[src/core/ccsd_params.svh]
// constants for the clock configuration select and divider block
`ifndef CCSD_PARAMS_SVH
`define CCSD_PARAMS_SVH
`define CCSD_ADDR_W 4
`define CCSD_ADDR_CTRL 4'h0
`define CCSD_ADDR_DIV 4'h1
`define CCSD_ADDR_FBDIV 4'h2
`define CCSD_ADDR_FRAC 4'h3
`define CCSD_ADDR_PREDIV 4'h4
`define CCSD_ADDR_STATUS 4'h5
`define CCSD_ADDR_DECODE 4'h6
`define CCSD_CTRL_MODE_LSB 0
`define CCSD_CTRL_SRC_BIT 2
`define CCSD_CTRL_SET_BIT 3
`define CCSD_CTRL_DBL_BIT 4
`define CCSD_CTRL_SWMODE_LSB 5
`define CCSD_CTRL_REFSEL_BIT 7
`define CCSD_DIV_W 11
`define CCSD_DIV_MIN 12'h002
`define CCSD_DIV_SMALL_MAX 11'h005
`define CCSD_VCO_MIN_MHZ 1995
`define CCSD_VCO_MAX_MHZ 2600
`define CCSD_LOAD_WORDS 3'h5
`endif

[src/core/ccsd_pkg.sv]
// types for the clock configuration select and divider block
`default_nettype none
package ccsd_pkg;
    typedef enum logic [1:0] {
        CCSD_MODE_LOW_BW = 2'b00,
        CCSD_MODE_HIGH_BW = 2'b01,
        CCSD_MODE_SYNTH = 2'b10,
        CCSD_MODE_RSVD = 2'b11
    } ccsd_mode_e;
    typedef enum logic [1:0] {
        CCSD_SW_MAN_PIN = 2'b00,
        CCSD_SW_MAN_REG = 2'b01,
        CCSD_SW_REVERT = 2'b10,
        CCSD_SW_NONREV = 2'b11
    } ccsd_sw_e;
    typedef enum logic [1:0] {
        CCSD_ST_LOAD = 2'b00,
        CCSD_ST_RUN = 2'b01,
        CCSD_ST_IDLE = 2'b10
    } ccsd_state_e;
endpackage : ccsd_pkg
`default_nettype wire

[src/core/ccsd_top.sv]
// configuration loader, mode select and output divider decode
// Overview of operation
// - copy chosen default set on reset release
// - set chosen by pin or bit, per source
// - host writes override loaded working registers
// - host values lost; reset reloads defaults
// - two-bit field selects three loop modes
// - mode unchanged when default set changes
// - same divider decode; per-set divider value
// - eleven-bit divider gives ratios 2 to 2046
// - 0-2 give two, 3-5 themselves, else even
// - synthesis uses upper loop from crystal
// - upper feedback divider allows fractional ratio
// - high bandwidth: upper loop, pre-divided reference
// - monitor inputs, report as bit and pin
// - manual, revertive, non-revertive reference switching
// - pin low picks set zero, high set one
//
// Our own choices: the register addresses and the address-and-strobe port.
`include "ccsd_params.svh"
`default_nettype none
module ccsd_top #(
    parameter logic [15:0] SET0_CTRL = 16'h0000,
    parameter logic [15:0] SET0_DIV = 16'h0004,
    parameter logic [15:0] SET0_FBDIV = 16'h0050,
    parameter logic [15:0] SET0_FRAC = 16'h0000,
    parameter logic [15:0] SET0_PREDIV = 16'h0001,
    parameter logic [15:0] SET1_CTRL = 16'h0000,
    parameter logic [15:0] SET1_DIV = 16'h0008,
    parameter logic [15:0] SET1_FBDIV = 16'h0060,
    parameter logic [15:0] SET1_FRAC = 16'h0000,
    parameter logic [15:0] SET1_PREDIV = 16'h0002
) (
    input wire logic sys_clk,
    input wire logic rst_n,
    input wire logic [3:0] reg_addr,
    input wire logic [15:0] reg_wdata,
    input wire logic reg_wr,
    input wire logic reg_rd,
    output logic [15:0] reg_rdata,
    input wire logic set_select_pin,
    input wire logic ref_sel_pin,
    input wire logic ref_a_bad,
    input wire logic ref_b_bad,
    input wire logic xtal_bad,
    output logic [1:0] loop_mode,
    output logic mode_reserved,
    output logic [11:0] out_div_ratio,
    output logic [10:0] fb_div_int,
    output logic [15:0] fb_div_frac,
    output logic fb_frac_en,
    output logic [7:0] pre_div,
    output logic xtal_double,
    output logic upper_loop_only,
    output logic upper_from_xtal,
    output logic ref_inputs_used,
    output logic active_ref_b,
    output logic alarm_pin,
    output logic load_done
);
    logic [15:0] ctrl_ff, nxt_ctrl;
    logic [15:0] div_ff, nxt_div;
    logic [15:0] fbdiv_ff, nxt_fbdiv;
    logic [15:0] frac_ff, nxt_frac;
    logic [15:0] prediv_ff, nxt_prediv;
    logic [2:0] load_idx_ff, nxt_load_idx;
    ccsd_pkg::ccsd_state_e state_ff, nxt_state;
    logic set_sel;
    logic [15:0] def_word;
    logic [11:0] ratio;
    logic ref_b_ff, nxt_ref_b;
    logic [15:0] rdata_ff, nxt_rdata;
    logic [1:0] mode_ff, nxt_mode;
    logic rsvd_ff, nxt_rsvd;
    logic [11:0] ratio_ff;
    logic [10:0] fbi_ff;
    logic [15:0] fbf_ff;
    logic fbe_ff, pass_dbl_ff, upper_only_ff, from_xtal_ff, refs_used_ff;
    logic [7:0] pre_ff;
    logic alarm_ff, done_ff;
    ccsd_pkg::ccsd_sw_e sw_mode;

    // set source: pin when source bit clear, else register bit
    assign set_sel = ctrl_ff[`CCSD_CTRL_SRC_BIT] ? ctrl_ff[`CCSD_CTRL_SET_BIT]
                                                 : set_select_pin;
    assign sw_mode = ccsd_pkg::ccsd_sw_e'(ctrl_ff[`CCSD_CTRL_SWMODE_LSB +: 2]);

    // default word for the loader step; per-set values for all five words, mode included
    always_comb begin
        def_word = 16'h0000;
        case (load_idx_ff)
            3'h0: def_word = set_sel ? SET1_CTRL : SET0_CTRL;
            3'h1: def_word = set_sel ? SET1_DIV : SET0_DIV;
            3'h2: def_word = set_sel ? SET1_FBDIV : SET0_FBDIV;
            3'h3: def_word = set_sel ? SET1_FRAC : SET0_FRAC;
            3'h4: def_word = set_sel ? SET1_PREDIV : SET0_PREDIV;
            default: def_word = 16'h0000;
        endcase
    end

    // loader and register writes; reset clears everything so nothing survives
    always_comb begin
        nxt_state = state_ff;
        nxt_load_idx = load_idx_ff;
        nxt_ctrl = ctrl_ff;
        nxt_div = div_ff;
        nxt_fbdiv = fbdiv_ff;
        nxt_frac = frac_ff;
        nxt_prediv = prediv_ff;
        case (state_ff)
            ccsd_pkg::CCSD_ST_LOAD: begin
                // source and set bits are cleared, not taken from the loaded word, so set choice
                // stays with the pin, since ctrl is zero at reset
                case (load_idx_ff)
                    3'h0: nxt_ctrl = {def_word[15:4], 1'b0, 1'b0, def_word[1:0]};
                    3'h1: nxt_div = def_word;
                    3'h2: nxt_fbdiv = def_word;
                    3'h3: nxt_frac = def_word;
                    3'h4: nxt_prediv = def_word;
                    default: nxt_ctrl = ctrl_ff;
                endcase
                nxt_load_idx = load_idx_ff + 3'h1;
                if (load_idx_ff == `CCSD_LOAD_WORDS - 3'h1) begin
                    nxt_state = ccsd_pkg::CCSD_ST_RUN;
                end
            end
            ccsd_pkg::CCSD_ST_RUN: begin
                if (reg_wr) begin
                    case (reg_addr)
                        `CCSD_ADDR_CTRL: nxt_ctrl = reg_wdata;
                        `CCSD_ADDR_DIV: nxt_div = reg_wdata;
                        `CCSD_ADDR_FBDIV: nxt_fbdiv = reg_wdata;
                        `CCSD_ADDR_FRAC: nxt_frac = reg_wdata;
                        `CCSD_ADDR_PREDIV: nxt_prediv = reg_wdata;
                        default: nxt_ctrl = ctrl_ff;
                    endcase
                end
                // a change of set reloads the divider words; the whole ctrl word, mode field included, is kept
                if (reg_wr && reg_addr == `CCSD_ADDR_CTRL &&
                        (reg_wdata[`CCSD_CTRL_SRC_BIT] != ctrl_ff[`CCSD_CTRL_SRC_BIT] ||
                         reg_wdata[`CCSD_CTRL_SET_BIT] != ctrl_ff[`CCSD_CTRL_SET_BIT])) begin
                    nxt_state = ccsd_pkg::CCSD_ST_IDLE;
                end else if (!ctrl_ff[`CCSD_CTRL_SRC_BIT] && set_select_pin != ref_b_ff) begin
                    nxt_state = ccsd_pkg::CCSD_ST_IDLE;
                end
            end
            ccsd_pkg::CCSD_ST_IDLE: begin
                // reload divider words of the newly chosen set, keep ctrl
                nxt_load_idx = 3'h1;
                nxt_state = ccsd_pkg::CCSD_ST_LOAD;
            end
            default: nxt_state = ccsd_pkg::CCSD_ST_LOAD;
        endcase
    end

    // ref_b_ff here tracks the last pin level seen, so a pin edge in run with the source bit clear triggers a reload
    always_comb begin
        nxt_ref_b = set_select_pin;
    end

    // divider decode: 0-2 -> 2, 3-5 -> self, above -> lsb cleared
    always_comb begin
        if (div_ff[10:0] <= 11'h002) begin
            ratio = `CCSD_DIV_MIN;
        end else if (div_ff[10:0] <= `CCSD_DIV_SMALL_MAX) begin
            ratio = {1'b0, div_ff[10:0]};
        end else begin
            ratio = {1'b0, div_ff[10:1], 1'b0};
        end
    end

    // mode mapping and reserved-mode flag
    always_comb begin
        nxt_mode = ctrl_ff[`CCSD_CTRL_MODE_LSB +: 2];
        nxt_rsvd = (ctrl_ff[1:0] == ccsd_pkg::CCSD_MODE_RSVD);
    end

    // register read, data one cycle later
    always_comb begin
        nxt_rdata = 16'h0000;
        if (reg_rd) begin
            case (reg_addr)
                `CCSD_ADDR_CTRL: nxt_rdata = ctrl_ff;
                `CCSD_ADDR_DIV: nxt_rdata = div_ff;
                `CCSD_ADDR_FBDIV: nxt_rdata = fbdiv_ff;
                `CCSD_ADDR_FRAC: nxt_rdata = frac_ff;
                `CCSD_ADDR_PREDIV: nxt_rdata = prediv_ff;
                // status: load done, set in use, alarms
                `CCSD_ADDR_STATUS: nxt_rdata = {10'h000, active_ref_b, set_sel,
                    xtal_bad, ref_b_bad, ref_a_bad, done_ff};
                `CCSD_ADDR_DECODE: nxt_rdata = {4'h0, ratio};
                default: nxt_rdata = 16'h0000;
            endcase
        end
    end

    always_ff @(posedge sys_clk or negedge rst_n) begin
        if (!rst_n) begin
            state_ff <= ccsd_pkg::CCSD_ST_LOAD;
            load_idx_ff <= 3'h0;
            ctrl_ff <= 16'h0000;
            div_ff <= 16'h0000;
            fbdiv_ff <= 16'h0000;
            frac_ff <= 16'h0000;
            prediv_ff <= 16'h0000;
            ref_b_ff <= 1'b0;
            rdata_ff <= 16'h0000;
            mode_ff <= 2'b00;
            rsvd_ff <= 1'b0;
        end else begin
            state_ff <= nxt_state;
            load_idx_ff <= nxt_load_idx;
            ctrl_ff <= nxt_ctrl;
            div_ff <= nxt_div;
            fbdiv_ff <= nxt_fbdiv;
            frac_ff <= nxt_frac;
            prediv_ff <= nxt_prediv;
            ref_b_ff <= nxt_ref_b;
            rdata_ff <= nxt_rdata;
            mode_ff <= nxt_mode;
            rsvd_ff <= nxt_rsvd;
        end
    end

    // reference choice: manual by pin or bit, automatic with revert option
    logic nxt_active, active_ff;
    always_comb begin
        nxt_active = active_ff;
        case (sw_mode)
            ccsd_pkg::CCSD_SW_MAN_PIN: nxt_active = ref_sel_pin;
            ccsd_pkg::CCSD_SW_MAN_REG: nxt_active = ctrl_ff[`CCSD_CTRL_REFSEL_BIT];
            ccsd_pkg::CCSD_SW_REVERT: begin
                if (!(ctrl_ff[`CCSD_CTRL_REFSEL_BIT] ? ref_b_bad : ref_a_bad)) begin
                    nxt_active = ctrl_ff[`CCSD_CTRL_REFSEL_BIT];
                end else if (!(ctrl_ff[`CCSD_CTRL_REFSEL_BIT] ? ref_a_bad : ref_b_bad)) begin
                    nxt_active = !ctrl_ff[`CCSD_CTRL_REFSEL_BIT];
                end
            end
            ccsd_pkg::CCSD_SW_NONREV: begin
                if ((active_ff ? ref_b_bad : ref_a_bad) &&
                        !(active_ff ? ref_a_bad : ref_b_bad)) begin
                    nxt_active = !active_ff;
                end
            end
            default: nxt_active = active_ff;
        endcase
    end

    always_ff @(posedge sys_clk or negedge rst_n) begin
        if (!rst_n) begin
            active_ff <= 1'b0;
            ratio_ff <= `CCSD_DIV_MIN;
            fbi_ff <= 11'h000;
            fbf_ff <= 16'h0000;
            fbe_ff <= 1'b0;
            pre_ff <= 8'h00;
            pass_dbl_ff <= 1'b0;
            upper_only_ff <= 1'b0;
            from_xtal_ff <= 1'b0;
            refs_used_ff <= 1'b0;
            alarm_ff <= 1'b0;
            done_ff <= 1'b0;
        end else begin
            active_ff <= nxt_active;
            ratio_ff <= ratio; // same decode in every mode
            fbi_ff <= fbdiv_ff[10:0];
            fbf_ff <= frac_ff; // fractional part feeds the modulator
            fbe_ff <= (frac_ff != 16'h0000);
            pre_ff <= prediv_ff[7:0];
            pass_dbl_ff <= ctrl_ff[`CCSD_CTRL_DBL_BIT];
            upper_only_ff <= (ctrl_ff[1:0] != ccsd_pkg::CCSD_MODE_LOW_BW);
            from_xtal_ff <= (ctrl_ff[1:0] == ccsd_pkg::CCSD_MODE_SYNTH);
            refs_used_ff <= (ctrl_ff[1:0] != ccsd_pkg::CCSD_MODE_SYNTH);
            alarm_ff <= ref_a_bad | ref_b_bad | xtal_bad;
            done_ff <= (state_ff == ccsd_pkg::CCSD_ST_RUN);
        end
    end

    assign reg_rdata = rdata_ff;
    assign loop_mode = mode_ff;
    assign mode_reserved = rsvd_ff;
    assign out_div_ratio = ratio_ff;
    assign fb_div_int = fbi_ff;
    assign fb_div_frac = fbf_ff;
    assign fb_frac_en = fbe_ff;
    assign pre_div = pre_ff;
    assign xtal_double = pass_dbl_ff;
    assign upper_loop_only = upper_only_ff;
    assign upper_from_xtal = from_xtal_ff;
    assign ref_inputs_used = refs_used_ff;
    assign active_ref_b = active_ff;
    assign alarm_pin = alarm_ff;
    assign load_done = done_ff;

    a_load_after_reset: assert property (@(posedge sys_clk) disable iff (!rst_n)
        $rose(rst_n) |-> ##6 load_done) else $error("load not done");
    a_div_min_two: assert property (@(posedge sys_clk) disable iff (!rst_n)
        out_div_ratio >= 12'h002) else $error("ratio below two");
    a_div_even_big: assert property (@(posedge sys_clk) disable iff (!rst_n)
        out_div_ratio > 12'h005 |-> !out_div_ratio[0]) else $error("odd ratio");
    a_div_decode: assert property (@(posedge sys_clk) disable iff (!rst_n)
        ##1 out_div_ratio == (($past(div_ff[10:0]) <= 11'h002) ? 12'h002 :
        ($past(div_ff[10:0]) <= 11'h005) ? {1'b0, $past(div_ff[10:0])} :
        {1'b0, $past(div_ff[10:1]), 1'b0})) else $error("decode wrong");
    a_write_applies: assert property (@(posedge sys_clk) disable iff (!rst_n)
        state_ff == ccsd_pkg::CCSD_ST_RUN && reg_wr && reg_addr == `CCSD_ADDR_DIV
        |=> div_ff == $past(reg_wdata)) else $error("write lost");
    // a set reload walks idle and load steps 1-4; none of them may touch the mode
    a_mode_kept: assert property (@(posedge sys_clk) disable iff (!rst_n)
        state_ff == ccsd_pkg::CCSD_ST_IDLE ||
        (state_ff == ccsd_pkg::CCSD_ST_LOAD && load_idx_ff != 3'h0)
        |=> $stable(ctrl_ff[1:0])) else $error("mode changed");
    a_synth_xtal: assert property (@(posedge sys_clk) disable iff (!rst_n)
        loop_mode == ccsd_pkg::CCSD_MODE_SYNTH |-> upper_from_xtal && upper_loop_only &&
        !ref_inputs_used) else $error("synth not xtal");
    a_alarm_pin: assert property (@(posedge sys_clk) disable iff (!rst_n)
        xtal_bad |=> alarm_pin) else $error("alarm missing");
endmodule : ccsd_top
`default_nettype wire

[config.mk]
export PLATFORM = sky130hd
export DESIGN_NAME = ccsd_top
export DESIGN_NICKNAME = d
export VERILOG_FILES = /design/src/core/ccsd_pkg.sv /design/src/core/ccsd_top.sv
export VERILOG_INCLUDE_DIRS = /design/src /design/src/core
export SDC_FILE = /design/constraint.sdc
export NUM_CORES = 1
export LEC_CHECK = 0
export BUFFER_PORTS_ARGS = -buffer_cell sky130_fd_sc_hd__buf_2
export CORE_MARGIN = 4
export CORE_UTILIZATION = 56
export DETAILED_ROUTE_END_ITERATION = 8
export PLACE_DENSITY = 0.78
export SLEW_MARGIN = 10
export SYNTH_ARGS = -nofsm -noshare
export SYNTH_HDL_FRONTEND = slang
export SYNTH_SLANG_ARGS = --single-unit
export TNS_END_PERCENT = 10
[constraint.sdc]
create_clock -name sys_clk -period 4.2 [get_ports sys_clk]
set_input_delay 0.21 -clock sys_clk [delete_from_list [all_inputs] [get_ports sys_clk]]
set_output_delay 0.21 -clock sys_clk [all_outputs]
set_load 0.05 [all_outputs]
==> flow_summary_export.csv, run 1 <==
group,metric,value,unit
clock_network,post-cts-setup-buffers,0,
power_and_ir_drop,p_leak,3.78,nW
clock_network,clk_pin_slew,0.06,ns
floorplan,ios,103,
final_layout,diodes,0,
routing,first_pass_iters,5,
power_and_ir_drop,peakVddDrop,0.350,mV
clock_network,cts_inserted_buffers,17,
critical_path,crit_family,"simple AND/OR/NAND/NOR gates",
critical_path,crit_chain,"inv_1 -> ha_1 -> nor3b_1 -> a31oi_1 -> nor2_2 -> mux2_2",
synthesis,yosys_register_bits,159,
critical_path,r2r.worst_path.cells,6,
final_layout,multi_input_area,2240,um2
power_and_ir_drop,p_int,0.00354,W
routing,wl,15000,um
clock_network,insertion_delay,0.42,ns
critical_path,cp-end-kind,"register",
synthesis,synth_edf_count,0,
worst_hold_path,min_from,"xtal_bad",
sta,finalMaxSlewViolations,0,
final_layout,fillers,750,
critical_path,ff2ff_setup_slack,1.87,ns
routing,viasPerCell,6.04,
final_layout,area_growth,18.0,%
placed_design,portBuffers,101,
clock_network,cts_tree,"done",
critical_path,crit_fanout,16,
placed_design,dp_cells,666,
global_routing,antenna_found_initial,0,
sta,fin_tns_setup,0,ns
floorplan,initial_core_util,0.582,
sta,hold_viol,0,
final_layout,drive_gt1_frac,0.423,
sta,tightestPinTransition,1.03,ns
critical_path,crit_path_top_delay_cell,"nor2_2",
final_layout,instances_no_fill,700,
power_and_ir_drop,clockPowerShare,0.252,
routing,via_count,4225,
routing,wire_per_inst,21.5,um
clock_network,clockBufferDepth,2,
synthesis,synthCells,450,
placed_design,dp_hpwl,9950,um
clock_network,root_buffer,"clkbuf_16",
synthesis,synth_nets,484,
synthesis,synth_area,6420,um2
status,status,"finished clean",
critical_path,timing.rr.start,"load_idx_ff[0]$_DFFE_PN0P_",
clock_network,cts_num_sinks,159,
placed_design,routabilityCongestion,0.862,
synthesis,synth.distinct_cells,54,
sta,skew,0.00884,ns
power_and_ir_drop,power_frac_seq,0.412,
critical_path,path_class,"reg2reg",
global_routing,grt_max_degree,63,
global_routing,grt_pass1_vias,4451,
power_and_ir_drop,swShare,0.388,
routing,wl_met1,6160,um
final_layout,seq_area,3980,um2
flow_run,cap_violations,0,
floorplan,die_area,13200,um2
power_and_ir_drop,power.density,764,nW/um2
power_and_ir_drop,comb_power_share,0.337,
floorplan,die_h,115,um
worst_hold_path,min_to,"alarm_pin$_DFF_PN0_",
power_and_ir_drop,total_power,0.00578,W
routing,drt-initial-drc-count,377,
final_layout,nets,581,
routing,highest-signal-layer,"met4",
sta,grt_setup_unrepaired,"false",
floorplan,core,11000,um2
clock_network,htree_levels,4,
sta,period_share,0.554,
sta,setup-violations-final,0,
final_layout,final_common_cell,"dfrtp_1",
routing,antenna_left,0,
critical_path,cp-start-kind,"register",
final_layout,mostFrequentLayoutCells,"dfrtp_1, buf_2, mux2_2",
critical_path,max_stage_delay,0.81,ns
routing,wl_met3,1200,um
synthesis,ys_seq_area_frac,0.620,
power_and_ir_drop,power_switching,0.00224,W
sta,slew_headroom,0.314,
routing,route.detailed.drc,0,
global_routing,grt_pass1_wl,24400,um
synthesis,synthArstFlopShare,1.00,
synthesis,ys.flop_type,"dfrtp_1",
synthesis,yosysWarnings,0,
floorplan,row_count,38,
global_routing,grt.total_usage,0.244,
global_routing,grt_overflow,0,
critical_path,r2r_end,"fbdiv_ff[11]$_DFFE_PN0P_",
sta,layout_min_cycle_time,2.33,ns
critical_path,critPathBufInv,1,
critical_path,cp.arrival,2.63,ns
sta,max_freq,429,MHz
critical_path,required,4.50,ns
synthesis,avgSynthCellArea,14.3,um2
floorplan,fp.dieW,115,um
worst_hold_path,min_path_cells,2,
routing,wl_met2,7340,um
worst_hold_path,hold_class,"in2reg",
## worst register-to-register path: stages (launching register included)
cell and delay [ns]:
dfrtp_1 0.43, inv_1 0.10, ha_1 0.18, nor3b_1 0.19
a31oi_1 0.08, nor2_2 0.81, mux2_2 0.43
## flip-flops by register name (all words and copies together), names as in the netlist, 2 cells and up
register	cells
ctrl_ff	16
prediv_ff	16
state_ff	2
div_ff	16
frac_ff	16
pre_div	8
fb_div_frac	16
fbdiv_ff	16
loop_mode	2
reg_rdata	16
out_div_ratio	11
fb_div_int	11
load_idx_ff	3
## repair_timing
action,in CTS,in global routing
hold buffers,2,0
endpoints found under the setup margin,0,0
resized for setup,0,0
hold endpoints to repair,61,0
## per-layer routing
metal  global-route usage  vias up
met5                    0        -
met4               0.0994        0
met3               0.0605       35
met2                0.382      200
met1                0.330     2157
li1                     -     1833
## cell usage after synthesis, types with 2 or more instances
cell type,instances,area [um2]
a31oi_1,8,50.1
mux2i_1,9,90.1
a21oi_4,2,32.5
inv_1,7,26.3
mux2_4,10,150
buf_6,2,22.5
nor3b_1,5,37.5
nor2_1,5,18.8
o21ai_0,8,40.0
nand2b_1,3,18.8
ha_1,5,62.6
nor4_1,9,56.3
o22ai_1,2,12.5
mux2_2,71,800
nand2_1,15,56.3
xor2_1,3,26.3
a22o_1,7,61.3
o31ai_1,2,15.0
nand3_1,2,10.0
clkbuf_1,20,75.1
a221oi_1,3,26.3
o221ai_1,2,17.5
nor2_2,2,12.5
and2_1,11,68.8
dfrtp_1,158,3950
buf_4,4,30.0
a222oi_1,7,70.1
buf_2,6,30.0
a21oi_1,13,65.1
a22oi_1,16,120
nand3b_1,3,22.5
or2_2,3,18.8
nor2b_1,4,25.0
nor4b_4,3,71.3
## per-stage QoR
step                      cell area (um2)  hold WS (ns)  worst slack [ns]  utilization
after CTS                            7570       0.00324              1.90        0.686
after detailed placement             6990         0.225              1.65        0.634
after global routing                 7570        0.0183              1.75        0.686
after global placement               6990         0.215              1.71        0.634
final                                7570        0.0117              1.87        0.686
after floorplan                      6420       -0.0856              2.32            -
## logic make-up after synthesis
kind of cell             count (synthesis)  synth area share
multiplexers                            90             0.162
AND/OR/NAND/NOR                         75            0.0827
flip-flops                             159             0.620
XOR/XNOR                                 3           0.00410
AO/OA/AOI/OAI                           77            0.0895
other                                    1          0.000584
buffers and inverters                   40            0.0310
adder cells (fa/ha/maj)                  5           0.00975
## power groups by stage
stage               sequential (W)  combinational [W]  clock (W)
floorplan                  0.00294           0.000878          0
global placement           0.00237            0.00189          0
detailed placement         0.00240            0.00193          0
CTS                        0.00237            0.00195    0.00147
global route               0.00244            0.00206    0.00154
finish                     0.00238            0.00195    0.00146
## worst max path at each step
| stage | cells past startpoint | slack [ns] | end | from |
|---|---|---|---|---|
| after floorplan | 6 | 2.32 | ctrl_ff[10]$_DFFE_PN0P_ | load_idx_ff[0]$_DFFE_PN0P_ |
| after global placement | 5 | 1.71 | div_ff[4]$_DFFE_PN0P_ | reg_addr[0] |
| after detailed placement | 5 | 1.65 | div_ff[13]$_DFFE_PN0P_ | reg_addr[0] |
| after CTS | 6 | 1.90 | fbdiv_ff[11]$_DFFE_PN0P_ | load_idx_ff[0]$_DFFE_PN0P_ |
| after global routing | 6 | 1.75 | fbdiv_ff[8]$_DFFE_PN0P_ | load_idx_ff[0]$_DFFE_PN0P_ |
| final | 6 | 1.87 | fbdiv_ff[11]$_DFFE_PN0P_ | load_idx_ff[0]$_DFFE_PN0P_ |
## layout make-up
| cell class | count | area share |
|---|---|---|
| Timing Repair Buffer | 111 | 0.0782 |
| Tap cell | 140 | 0.0231 |
| Clock buffer | 23 | 0.0631 |
| Inverter | 7 | 0.00347 |
| Sequential cell | 159 | 0.526 |
| Multi-Input combinational cell | 251 | 0.295 |
| Clock inverter | 9 | 0.0111 |
Power figures use the tool's default switching activity.
==> run 2, diff against run 1 <==
Clock period 4.2 ns to 2.4 ns, I/O delays scaled along.
==> run 2 against run 1 <==
Compared with the run above: non-clock buffer count grew 19; die area is the same; highest routed layer unchanged; sequential cell count is the same; critical path depth grew 1; cell area grew 3.5%; worst hold slack gained 0.079 ns; largest power group unchanged; utilization grew 2.4 points; power grew 83%; cell count grew 2.7%.
==> flow_summary_export.csv, run 2 (synthesis gave the netlist of run 1 again) <==
group,metric,value,unit
floorplan,core,11000,um2
global_routing,grt_max_degree,69,
critical_path,startpoint,"load_idx_ff[0]$_DFFE_PN0P_",
sta,max_freq,493,MHz
status,status,"finished clean",
clock_network,clk_pin_slew,0.06,ns
clock_network,ctsResizeCount,0,
global_routing,grt_pass1_wl,25200,um
sta,tightestPinTransition,0.591,ns
routing,route.detailed.drc,0,
final_layout,mostFrequentLayoutCells,"dfrtp_1, buf_2, mux2_2",
routing,via_count,4262,
routing,drt-initial-drc-count,314,
sta,hold_viol,0,
sta,layout_min_cycle_time,2.03,ns
global_routing,antenna_found_initial,0,
floorplan,fp.dieW,115,um
flow_run,cap_violations,0,
routing,wl,15700,um
critical_path,crit_fanout,11,
critical_path,cp-start-kind,"register",
clock_network,post-cts-setup-buffers,0,
critical_path,cp.arrival,2.33,ns
clock_network,clockBufferDepth,2,
worst_hold_path,min_path_cells,3,
critical_path,cp-end-kind,"register",
placed_design,dp_hpwl,10500,um
placed_design,dp_slack,0.395,ns
sta,grt_setup_unrepaired,"false",
power_and_ir_drop,power.density,1350,nW/um2
sta,finalMaxSlewViolations,0,
clock_network,root_buffer,"clkbuf_16",
critical_path,r2r_end,"prediv_ff[11]$_DFFE_PN0P_",
clock_network,cts_num_sinks,159,
sta,setup-violations-final,0,
sta,slew_headroom,0.603,
routing,wire_per_inst,21.8,um
worst_hold_path,min_from,"ref_sel_pin",
floorplan,initial_core_util,0.582,
sta,fin_tns_setup,0,ns
routing,viasPerCell,5.93,
routing,antenna_left,0,
final_layout,fillers,715,
clock_network,cts_inserted_buffers,17,
final_layout,design_area,7830,um2
critical_path,timing.rr.start,"load_idx_ff[0]$_DFFE_PN0P_",
placed_design,place_area,7140,um2
sta,timing.final.ws_setup,0.371,ns
final_layout,drive_gt1_frac,0.435,
power_and_ir_drop,p_leak,3.93,nW
worst_hold_path,hold_class,"in2reg",
final_layout,nets,600,
final_layout,final_common_cell,"dfrtp_1",
floorplan,die_h,115,um
global_routing,grt.total_usage,0.254,
routing,first_pass_iters,5,
critical_path,path_class,"reg2reg",
critical_path,r2r.worst_path.cells,7,
critical_path,ff2ff_setup_slack,0.37,ns
placed_design,portBuffers,101,
clock_network,cts_tree,"done",
final_layout,area_growth,22.1,%
clock_network,insertion_delay,0.42,ns
worst_hold_path,min_to,"active_ref_b$_DFFE_PN0P_",
sta,period_share,0.845,
global_routing,grt_pass1_vias,4668,
sta,skew,0.00690,ns
clock_network,htree_levels,4,
final_layout,diodes,0,
placed_design,routabilityCongestion,0.876,
floorplan,die_area,13200,um2
floorplan,row_count,38,
critical_path,required,2.71,ns
power_and_ir_drop,peakVddDrop,0.668,mV
floorplan,ios,103,
global_routing,grt_overflow,0,
## run 2: where the power goes
part	internal, W	switching (W)
Clock	0.00183	0.00103
Combinational	0.00129	0.00234
Sequential	0.00353	0.000602
Total	0.00664	0.00397
## run 2: what timing repair did
action	4_1_cts	5_1_grt
setup endpoints to repair	0	0
endpoints found under the hold margin	60	0
hold buffers	6	0
## run 2: worst max-delay path: stages (launching register included)
cell and delay (ns):
dfrtp_1 0.42, inv_1 0.10, ha_1 0.18, nand2_1 0.08, or2_2 0.31, a21oi_4 0.28
buf_12 0.19, mux2_2 0.34
## run 2: layer usage
layer,vias to the layer above,share of wire,GRT usage
met2,199,0.50,0.408
met1,2157,0.39,0.330
li1,1874,-,-
met4,0,0.022,0.0900
met3,32,0.081,0.0800
met5,-,0,0
## run 2: worst max-delay path by stage
stage / slack (ns) / cells past startpoint / end
2_1_floorplan: 0.52 / 6 / ctrl_ff[10]$_DFFE_PN0P_
3_3_place_gp: 0.49 / 7 / prediv_ff[8]$_DFFE_PN0P_
3_5_place_dp: 0.40 / 7 / prediv_ff[11]$_DFFE_PN0P_
4_1_cts: 0.38 / 7 / prediv_ff[11]$_DFFE_PN0P_
5_1_grt: 0.25 / 7 / prediv_ff[11]$_DFFE_PN0P_
6_report: 0.37 / 7 / prediv_ff[11]$_DFFE_PN0P_
## run 2: stage by stage
stage	instances	utilization	hold slack, ns	power, W
final	719	0.710	0.0906	0.0106
after global routing	719	0.710	0.0995	0.0111
after CTS	719	0.710	0.0506	0.0106
after detailed placement	681	0.647	0.118	0.00775
after global placement	681	0.647	0.108	0.00761
after floorplan	450	-	-0.176	0.00668
## run 2: area by class of cell
type	count	area, um2	share of cell area
well taps	140	175	0.0224
clock inverters	9	155	0.0198
multi-input cells	251	2240	0.286
repair buffers	130	782	0.0998
clock buffers	23	478	0.0610
flip-flops and latches	159	3980	0.508
inverters	7	26.3	0.00335
